## src/verilog/rsq_pkg.sv

```systemverilog
// Shared constants for the reset and power-on sequencer.
// Assumes one system clock; all other clocks arrive as sampled pins.
package rsq_pkg;
   // ==========================================================
   // Machine cycle timing
   localparam logic [2:0] ST_IDX_S5    = 3'h4;
   localparam logic [2:0] ST_IDX_LAST  = 3'h5;
   localparam logic [2:0] ST_IDX_FIRST = 3'h0;
   localparam logic       PH_1         = 1'b0;
   localparam logic       PH_2         = 1'b1;
   localparam logic [1:0] MIN_RESET_MCYC = 2'h2;
   // ==========================================================
   // Oscillator watchdog
   localparam logic [9:0] RC_STABLE_CYCLES = 10'h300;
   // ==========================================================
   // Reset values
   localparam int unsigned NUM_LATCH_PORTS = 7;
   localparam int unsigned PORT_W          = 8;
   localparam logic [7:0]  PORT_LATCH_RST  = 8'hff;
   localparam logic [15:0] RESET_VECTOR    = 16'h0000;
   // ==========================================================
   // Pin synchroniser bit positions
   localparam int unsigned SY_RST  = 0;
   localparam int unsigned SY_BOOT = 1;
   localparam int unsigned SY_HW_POWERDOWN_INPUT = 2;
   localparam int unsigned SY_RC   = 3;
   localparam int unsigned SY_MAIN = 4;
   localparam int unsigned SY_P7   = 5;
   localparam int unsigned SY_P8   = 13;
   localparam int unsigned SY_W    = 21;
endpackage

```

## src/verilog/rsq_reset_seq.sv

```systemverilog
// Reset sequencer top: pin sampling, reset procedure, release timing.
// Assumes all pins are asynchronous to clock_i and the oscillators
// arrive as pins that are sampled here.
//
// Overview of operation
// Reset pin held low two machine cycles
// Reset on second low sample, repeated
// Strobe pins are inputs during reset
// Fetch starts at address zero
// Boot select pin picks start mode
// Port latches 0 to 6 load all ones
// Input-only ports read live pin levels
// Reset leaves internal RAM untouched
// Reset pin sampled once at S5P2
// Two machine cycles reach default state
// No clock means no reset procedure
// Stay in reset while pin low
// Release at S5P2, address S5P1, strobe
// RC faster than main flags failure
// Hold reset 768 RC cycles, then switch
// Execution waits for external reset release
// External reset ends powerdown, clears flag
// Partner holds reset through oscillator start
// Reset output pin shows internal reset
// Six states, two phases, half rate
module rsq_reset_seq
   import rsq_pkg::*;
(
   // Clock and reset
   input  wire logic        clock_i,
   input  wire logic        rst_n_i,
   // Device pins
   input  wire logic        reset_pin_n_i,
   input  wire logic        boot_mode_select_i,
   input  wire logic        hw_powerdown_input_n_i,
   input  wire logic        rc_osc_i,
   input  wire logic        main_osc_i,
   input  wire logic [7:0]  port7_pin_i,
   input  wire logic [7:0]  port8_pin_i,
   // Core requests
   input  wire logic [6:0]  port_wr_i,
   input  wire logic [7:0]  port_wr_data_i,
   input  wire logic        ram_wr_i,
   // Reset and start outputs
   output logic             internal_reset_o,
   output logic             reset_output_pin_n_o,
   output logic             run_o,
   output logic [15:0]      fetch_addr_o,
   output logic             fetch_start_o,
   output logic             addr_out_en_o,
   output logic             boot_mode_o,
   // Strobe pins
   output logic             ale_o,
   output logic             ale_oe_o,
   output logic             program_store_enable_oe_o,
   // Ports and memory
   output logic [55:0]      port_latch_o,
   output logic [7:0]       port7_rd_o,
   output logic [7:0]       port8_rd_o,
   output logic             ram_wr_en_o,
   // Power and watchdog status
   output logic             hw_powerdown_o,
   output logic             sw_powerdown_exit_o,
   output logic             osc_watchdog_status_flag_o,
   output logic             osc_fail_o
);
   typedef enum logic [1:0] {
      SEQ_RUN,
      SEQ_ARM,
      SEQ_RESET,
      SEQ_WAIT
   } rsq_seq_type;

   typedef struct packed {
      logic [SY_W-1:0]                         sy1;
      logic [SY_W-1:0]                         sy2;
      logic [1:0]                              edg;
      rsq_seq_type                             seq;
      logic [1:0]                              mcyc;
      logic [NUM_LATCH_PORTS-1:0][PORT_W-1:0]  latch;
      logic                                    fetch_start;
      logic                                    ale;
      logic                                    boot;
      logic                                    osc_watchdog_status_flag;
      logic                                    run;
   } rsq_main_state_type;

   rsq_main_state_type q_ff, nxt_q;

   logic rc_tick;
   logic main_tick;
   logic src_tick;
   logic phase_en;
   logic s5p1;
   logic s5p2;
   logic owd_req;
   logic owd_fail;
   logic owd_fail_set;
   logic ext_low;
   logic in_reset;

   // ==========================================================
   // Pin sampling and oscillator edges
   assign ext_low   = ~q_ff.sy2[SY_RST];
   assign rc_tick   = q_ff.sy2[SY_RC] & ~q_ff.edg[0];
   assign main_tick = q_ff.sy2[SY_MAIN] & ~q_ff.edg[1];
   assign in_reset  = (q_ff.seq == SEQ_RESET);

   // ==========================================================
   // Oscillator watchdog and clock source
   rsq_osc_watchdog u_owd (
      .clock_i     (clock_i),
      .rst_n_i     (rst_n_i),
      .rc_tick_i   (rc_tick),
      .main_tick_i (main_tick),
      .src_tick_o  (src_tick),
      .fail_o      (owd_fail),
      .fail_set_o  (owd_fail_set),
      .owd_req_o   (owd_req)
   );

   // ==========================================================
   // Machine cycle timing, advanced only by a live clock source
   rsq_phase_gen u_phase (
      .clock_i    (clock_i),
      .rst_n_i    (rst_n_i),
      .src_tick_i (src_tick),
      .phase_en_o (phase_en),
      .s5p1_o     (s5p1),
      .s5p2_o     (s5p2)
   );

   // ==========================================================
   // Sequencer
   always_comb begin
      nxt_q             = q_ff;
      nxt_q.sy1         = {port8_pin_i, port7_pin_i, main_osc_i,
                           rc_osc_i, hw_powerdown_input_n_i,
                           boot_mode_select_i, reset_pin_n_i};
      nxt_q.sy2         = q_ff.sy1;
      nxt_q.edg         = {q_ff.sy2[SY_MAIN], q_ff.sy2[SY_RC]};
      nxt_q.fetch_start = 1'b0;
      if (s5p2) begin
         case (q_ff.seq)
            SEQ_RUN: begin
               if (ext_low) begin
                  nxt_q.seq = SEQ_ARM;
               end else if (owd_req) begin
                  nxt_q.seq  = SEQ_RESET;
                  nxt_q.mcyc = 2'h0;
               end
            end
            SEQ_ARM: begin
               if (ext_low) begin
                  nxt_q.seq  = SEQ_RESET;
                  nxt_q.mcyc = 2'h0;
                  nxt_q.osc_watchdog_status_flag = 1'b0;
               end else if (owd_req) begin
                  nxt_q.seq  = SEQ_RESET;
                  nxt_q.mcyc = 2'h0;
               end else begin
                  nxt_q.seq = SEQ_RUN;
               end
            end
            SEQ_RESET: begin
               if (ext_low) begin
                  nxt_q.osc_watchdog_status_flag = 1'b0;
               end
               if (q_ff.mcyc != MIN_RESET_MCYC) begin
                  nxt_q.mcyc = q_ff.mcyc + 2'h1;
               end else if (!ext_low && !owd_req) begin
                  nxt_q.seq = SEQ_WAIT;
               end
            end
            SEQ_WAIT: begin
               nxt_q.seq = SEQ_WAIT;
            end
            default: begin
               nxt_q.seq = SEQ_RESET;
            end
         endcase
         if (q_ff.ale) begin
            nxt_q.ale = 1'b0;
         end
      end
      if (s5p1 && q_ff.seq == SEQ_WAIT) begin
         nxt_q.seq         = SEQ_RUN;
         nxt_q.run         = 1'b1;
         nxt_q.fetch_start = 1'b1;
         nxt_q.ale         = 1'b1;
         nxt_q.boot        = q_ff.sy2[SY_BOOT];
      end
      if (nxt_q.seq == SEQ_RESET) begin
         nxt_q.run = 1'b0;
         nxt_q.ale = 1'b0;
      end
      for (int i = 0; i < NUM_LATCH_PORTS; i++) begin
         if (in_reset) begin
            nxt_q.latch[i] = PORT_LATCH_RST;
         end else if (port_wr_i[i]) begin
            nxt_q.latch[i] = port_wr_data_i;
         end
      end
      if (owd_fail_set) begin
         nxt_q.osc_watchdog_status_flag = 1'b1;
      end
   end

   always_ff @(posedge clock_i or negedge rst_n_i) begin
      if (!rst_n_i) begin
         q_ff       <= '0;
         q_ff.seq   <= SEQ_RESET;
         q_ff.latch <= {NUM_LATCH_PORTS{PORT_LATCH_RST}};
         q_ff.osc_watchdog_status_flag  <= 1'b1;
      end else begin
         q_ff <= nxt_q;
      end
   end

   // ==========================================================
   // Outputs
   assign internal_reset_o           = in_reset;
   assign reset_output_pin_n_o       = ~in_reset;
   assign run_o                      = q_ff.run;
   assign fetch_addr_o               = RESET_VECTOR;
   assign fetch_start_o              = q_ff.fetch_start;
   assign addr_out_en_o              = q_ff.run;
   assign boot_mode_o                = q_ff.boot;
   assign ale_o                      = q_ff.ale;
   assign ale_oe_o                   = q_ff.run;
   assign program_store_enable_oe_o  = q_ff.run;
   assign port_latch_o               = q_ff.latch;
   assign port7_rd_o                 = q_ff.sy2[SY_P7 +: 8];
   assign port8_rd_o                 = q_ff.sy2[SY_P8 +: 8];
   assign ram_wr_en_o                = ram_wr_i & q_ff.run;
   assign hw_powerdown_o = ~q_ff.sy2[SY_HW_POWERDOWN_INPUT] & ~in_reset;
   assign sw_powerdown_exit_o        = in_reset;
   assign osc_watchdog_status_flag_o = q_ff.osc_watchdog_status_flag;
   assign osc_fail_o                 = owd_fail;
endmodule // rsq_reset_seq

```

## src/verilog/rsq_phase_gen.sv

```systemverilog
// Machine cycle state and phase counter.
// Assumes src_tick_i is a one-cycle pulse per chip oscillator period.
module rsq_phase_gen
   import rsq_pkg::*;
(
   // Clock and reset
   input  wire logic clock_i,
   input  wire logic rst_n_i,
   // Oscillator tick
   input  wire logic src_tick_i,
   // Position strobes
   output logic      phase_en_o,
   output logic      s5p1_o,
   output logic      s5p2_o
);
   typedef struct packed {
      logic       div;
      logic [2:0] st;
      logic       ph;
      logic       en;
   } rsq_phase_state_type;

   rsq_phase_state_type q_ff, nxt_q;

   // ==========================================================
   // Half rate divider and counters
   always_comb begin
      nxt_q    = q_ff;
      nxt_q.en = 1'b0;
      if (src_tick_i) begin
         nxt_q.div = ~q_ff.div;
         if (q_ff.div) begin
            nxt_q.en = 1'b1;
            if (q_ff.ph == PH_2) begin
               nxt_q.ph = PH_1;
               nxt_q.st = (q_ff.st == ST_IDX_LAST) ? ST_IDX_FIRST
                                                   : q_ff.st + 3'h1;
            end else begin
               nxt_q.ph = PH_2;
            end
         end
      end
   end

   always_ff @(posedge clock_i or negedge rst_n_i) begin
      if (!rst_n_i) begin
         q_ff <= '{div: 1'b0, st: ST_IDX_FIRST, ph: PH_1, en: 1'b0};
      end else begin
         q_ff <= nxt_q;
      end
   end

   assign phase_en_o = q_ff.en;
   assign s5p1_o = q_ff.en && q_ff.st == ST_IDX_S5 && q_ff.ph == PH_1;
   assign s5p2_o = q_ff.en && q_ff.st == ST_IDX_S5 && q_ff.ph == PH_2;
endmodule // rsq_phase_gen

```

## src/verilog/rsq_osc_watchdog.sv

```systemverilog
// Oscillator watchdog: compares RC and main oscillator ticks.
// Assumes both ticks are synchronised one-cycle pulses.
module rsq_osc_watchdog
   import rsq_pkg::*;
(
   // Clock and reset
   input  wire logic clock_i,
   input  wire logic rst_n_i,
   // Oscillator ticks
   input  wire logic rc_tick_i,
   input  wire logic main_tick_i,
   // Status
   output logic      src_tick_o,
   output logic      fail_o,
   output logic      fail_set_o,
   output logic      owd_req_o
);
   typedef struct packed {
      logic [1:0] main_cnt;
      logic       fail;
      logic       req;
      logic       use_rc;
      logic [9:0] stab;
      logic       fail_set;
   } rsq_owd_state_type;

   rsq_owd_state_type q_ff, nxt_q;

   // ==========================================================
   // Failure detection and stabilisation hold
   always_comb begin
      nxt_q          = q_ff;
      nxt_q.fail_set = 1'b0;
      if (main_tick_i && q_ff.main_cnt != 2'h3) begin
         nxt_q.main_cnt = q_ff.main_cnt + 2'h1;
      end
      if (rc_tick_i) begin
         nxt_q.main_cnt = 2'h0;
         if (q_ff.main_cnt == 2'h0) begin
            nxt_q.fail     = 1'b1;
            nxt_q.req      = 1'b1;
            nxt_q.use_rc   = 1'b1;
            nxt_q.stab     = 10'h0;
            nxt_q.fail_set = ~q_ff.fail;
         end else begin
            nxt_q.fail = 1'b0;
            if (q_ff.req) begin
               if (q_ff.stab == RC_STABLE_CYCLES - 10'h1) begin
                  nxt_q.req    = 1'b0;
                  nxt_q.use_rc = 1'b0;
               end else begin
                  nxt_q.stab = q_ff.stab + 10'h1;
               end
            end
         end
      end
   end

   always_ff @(posedge clock_i or negedge rst_n_i) begin
      if (!rst_n_i) begin
         q_ff <= '{main_cnt: 2'h0, fail: 1'b1, req: 1'b1, use_rc: 1'b1,
                   stab: 10'h0, fail_set: 1'b0};
      end else begin
         q_ff <= nxt_q;
      end
   end

   assign src_tick_o = q_ff.use_rc ? rc_tick_i : main_tick_i;
   assign fail_o     = q_ff.fail;
   assign fail_set_o = q_ff.fail_set;
   assign owd_req_o  = q_ff.req;
endmodule // rsq_osc_watchdog

```

## config.mk

```make
export PLATFORM = sky130hd
export DESIGN_NAME = rsq_reset_seq
export DESIGN_NICKNAME = d
export VERILOG_FILES = /design/src/verilog/rsq_pkg.sv /design/src/verilog/rsq_reset_seq.sv /design/src/verilog/rsq_phase_gen.sv /design/src/verilog/rsq_osc_watchdog.sv
export SDC_FILE = /design/constraint.sdc
export NUM_CORES = 1
export LEC_CHECK = 0
export BUFFER_PORTS_ARGS = -buffer_cell sky130_fd_sc_hd__buf_2
export CAP_MARGIN = 20
export CORE_MARGIN = 10
export CORE_UTILIZATION = 40
export DETAILED_ROUTE_END_ITERATION = 16
export HOLD_SLACK_MARGIN = 0.1
export SETUP_SLACK_MARGIN = 0.5
export SLEW_MARGIN = 20
export SYNTH_ARGS = -nofsm -noshare
export SYNTH_HDL_FRONTEND = slang
export SYNTH_HIERARCHICAL = 1
export SYNTH_SLANG_ARGS = --single-unit
```

## constraint.sdc

```tcl
create_clock -name clock_i -period 2.1 [get_ports clock_i]
set_input_delay 0.42 -clock clock_i [delete_from_list [all_inputs] [get_ports clock_i]]
set_output_delay 0.42 -clock clock_i [all_outputs]
set_load 0.03 [all_outputs]
```

==> run summary <==
run status = complete, no violations
# port buffers = 124
Initial Util = 0.4061
Worst setup EP type = output pin
cell row count = 44
r2r endpoint = addr_out_en_o$_DFFE_PN0P_
Top delay family on crit path = flip-flops
DRT Pass-1 Iters = 4
max-cap viol count = 0
Via density = 4.573
share of flip-flops with an asynchronous set or reset = 1.000
# DRC = 0
Root Buffer = clkbuf_16
final core occ = 0.5069
critical path, cell by cell = inv_4 > ha_4 > nor2_1 > buf_4
Synth Area in Simple Gates = 0.1091
Reg2Reg Depth = 6
final estimated routing congestion in global placement = 0.8123
Tightest Pin Transition = 0.5765 ns
WHS = 0.1266 ns
Post-Synthesis Cell Area = 0.005858 mm^2
Clock Path Buffers = 2
total track usage = 0.1296
Nets = 638
Worst setup endpoint = hw_powerdown_o
Primary FF master, synth = dfrtp_1
flop-to-flop setup slack = 0.34 ns
syn_area_per_cell = 11.96 um^2
WL final = 12.99 mm
vias in the first global route = 3815
Worst slew margin = 0.6156
Max Freq = 567.2 MHz
Placed Cells = 712
CTS tree = built
CTS clock-pin slew for the worst setup and hold paths = 0.05 ns
Buf/Inv on CP = 2
antenna viol nets, final = 0
CP max stage cell = dfrtp_2
Power, Total = 10.24 mW
DR vias = 3590
CP required = 1.68 ns
critical path startpoint = q_ff[63]$_DFF_PN0_
Tcrit/Tclk final = 0.8396
Finished Cell Area = 0.007312 mm^2
RSZ-0062 raised after global routing = true
placed instance area = 0.006111 mm^2
Slew Limit Fails = 0
Seq/Total Area, Yosys = 0.5726
leakage power = 3.581 nW
post-synthesis adder-cell area fraction = 0.02136
post-DR wirelength/cell = 16.54 um
CP arrival = 1.34 ns
area leader, netlist = dfrtp_1
area share of the largest cell type after synthesis = 0.2990
CP max FO = 6
hpwl dp = 8.674 mm
top cells by area, synth = dfrtp_1, dfstp_2, buf_4
Power Density = 1400 mW/mm^2
Synth Area in Compound Gates = 0.04122
EDFF count, synth = 0
Ports = 141
final setup margin = 0.3369 ns
Synth Instances = 490
mux share of post-synthesis cell area = 0.1106
CTS H-Tree Depth = 4
share of layout cells above drive strength 1 = 0.4725
critical path depth = 4
Post-Place Worst Slack = 0.3022 ns
Fillers = 1268
synth-to-layout area growth = 24.82%
Die Height = 141.0 um
largest family of logic cells by synthesized area = buffers and inverters
initial DRC count = 155
final hold violation count = 0
Antenna Cells = 0
total negative slack = 0 ns
synth unique cells = 56
YS warnings = 6
largest net degree at the start of global routing = 57
Peak VDD IR = 0.0006389 V
Post-Route Skew = 0.005264 ns
initial antenna violation count = 0
Core Region = 0.01442 mm^2
Final setup viols = 0
final non-filler cell total = 785
CTS Buf Count = 17
remaining global-route overflow = 0
worst r2r src = q_ff[64]$_DFF_PN1_
Die Width = 141.0 um
Setup CP Type = flip-flop to output pin
FF+latch count, synth = 131
Tightest Hold Check Type = input pin to flip-flop
XOR/XNOR Fraction of Synth Area = 0.005980
Die Area = 0.01989 mm^2
Clock Latency Late Sink = 0.41 ns
Final min period = 1.763 ns
startpoint types = flip-flop
max incr delay on CP = 0.45 ns
CTS Sinks = 131
first-pass GRT wire length = 20.46 mm
[report_power, final]
part | leakage (nW) | switching, mW | internal, mW | total [mW]
Sequential | 1.50 | 0.397 | 3.52 | 3.91
Clock | 0.293 | 1.07 | 1.92 | 3.00
Combinational | 1.78 | 2.18 | 1.15 | 3.33
[cell usage in the layout, fill, tap and decap left out, types with 3 or more instances in the layout]
master,instances
nand2b_1,3
bufinv_16,3
nand3_1,7
and2_1,3
buf_6,4
conb_1,16
clkbuf_4,17
a21boi_0,3
o21ai_0,4
inv_1,12
a31oi_1,3
mux2_2,5
and3_1,3
ha_4,4
ha_1,3
buf_2,99
dfstp_2,61
inv_6,3
ha_2,3
dlygate4sd3_1,19
nor2b_1,8
xnor2_1,3
mux2i_1,58
nor2_1,12
dfrtp_1,69
nand2_1,66
buf_4,31
clkbuf_16,17
[registers in the layout, summed over array words and instances (netlist names)]
name,cells
nxt_q,23
port_latch_o,56
u_owd/fail_o,1
q_ff,9
addr_out_en_o,1
boot_mode_o,1
u_phase/q_ff,5
port8_rd_o,8
ale_o,1
port7_rd_o,8
u_owd/owd_req_o,1
u_owd/q_ff,13
u_phase/phase_en_o,1
fetch_start_o,1
osc_watchdog_status_flag_o,1
u_owd/fail_set_o,1
[synthesized netlist by cell type, drive strengths merged, types with 3 or more instances]
| cell | instances |
|---|---|
| a21boi | 3 |
| a21oi | 3 |
| a31oi | 4 |
| and2 | 5 |
| and3 | 4 |
| and4 | 3 |
| buf | 95 |
| clkbuf | 12 |
| dfrtp | 70 |
| dfstp | 61 |
| ha | 10 |
| inv | 15 |
| mux2 | 6 |
| mux2i | 58 |
| nand2 | 66 |
| nand2b | 5 |
| nand3 | 8 |
| nor2 | 13 |
| nor2b | 9 |
| nor3 | 3 |
| o21ai | 5 |
| xnor2 | 3 |
[final cells by class]
type	count	area, um^2	share of cell area
inverters	15	66.31	0.009069
well taps	184	230.2	0.03149
flip-flops and latches	131	3356	0.4589
clock inverters	12	153.9	0.02105
multi-input cells	252	1922	0.2628
repair buffers	172	1131	0.1547
clock buffers	19	452.9	0.06194
[worst register-to-register path: cells and delay by family, from the launching register on]
kind	cells	cell delay, ns
AOI/OAI and AO/OA	2	0.38
buffers and inverters	2	0.15
DFF	1	0.56
and+or+nand+nor	1	0.39
adders and majority gates	1	0.15
[cell families (layout without fill, tap and decap cells)]
logic type | count (synthesis) | after routing
DFF | 131 | 131
other | 1 | 16
muxes | 64 | 64
adders and majority gates | 10 | 10
buffers and inverters | 122 | 218
xor gates and xnor gates | 4 | 4
AOI/OAI and AO/OA | 31 | 31
and+or+nand+nor | 127 | 127
[how the worst min path moves through the flow]
stage                     slack, ns  cells past startpoint                    from                        end
after floorplan                0.12                      0                 rst_n_i  addr_out_en_o$_DFFE_PN0P_
after global placement         0.33                      0     nxt_q[79]$_DFF_PN0_    port7_rd_o[7]$_DFF_PN0_
after detailed placement       0.33                      0     nxt_q[79]$_DFF_PN0_    port7_rd_o[7]$_DFF_PN0_
after CTS                      0.10                      1                rc_osc_i        nxt_q[70]$_DFF_PN0_
after global routing           0.10                      1          port8_pin_i[0]        nxt_q[80]$_DFF_PN0_
final                          0.13                      1  hw_powerdown_input_n_i        nxt_q[69]$_DFF_PN0_
[what timing repair did]
item / in CTS / in global routing
endpoints found under the setup margin: 72 / 40
endpoints found under the hold margin: 54 / 3
buffers inserted: 8 / 15
resized for setup: 20 / 41
hold buffers: 16 / 3
pin swaps: 8 / 17
gates cloned: 0 / 0
[routing by layer]
| layer | track usage | wire, um | vias to the layer above |
|---|---|---|---|
| met2 | 0.2032 | 6318 | 112 |
| met3 | 0.06752 | 1209 | 13 |
| met5 | 0 | 0 | - |
| met4 | 0.03913 | 127 | 0 |
| met1 | 0.1506 | 5331 | 1743 |
| li1 | - | - | 1722 |
Power figures use the tool's default switching activity.
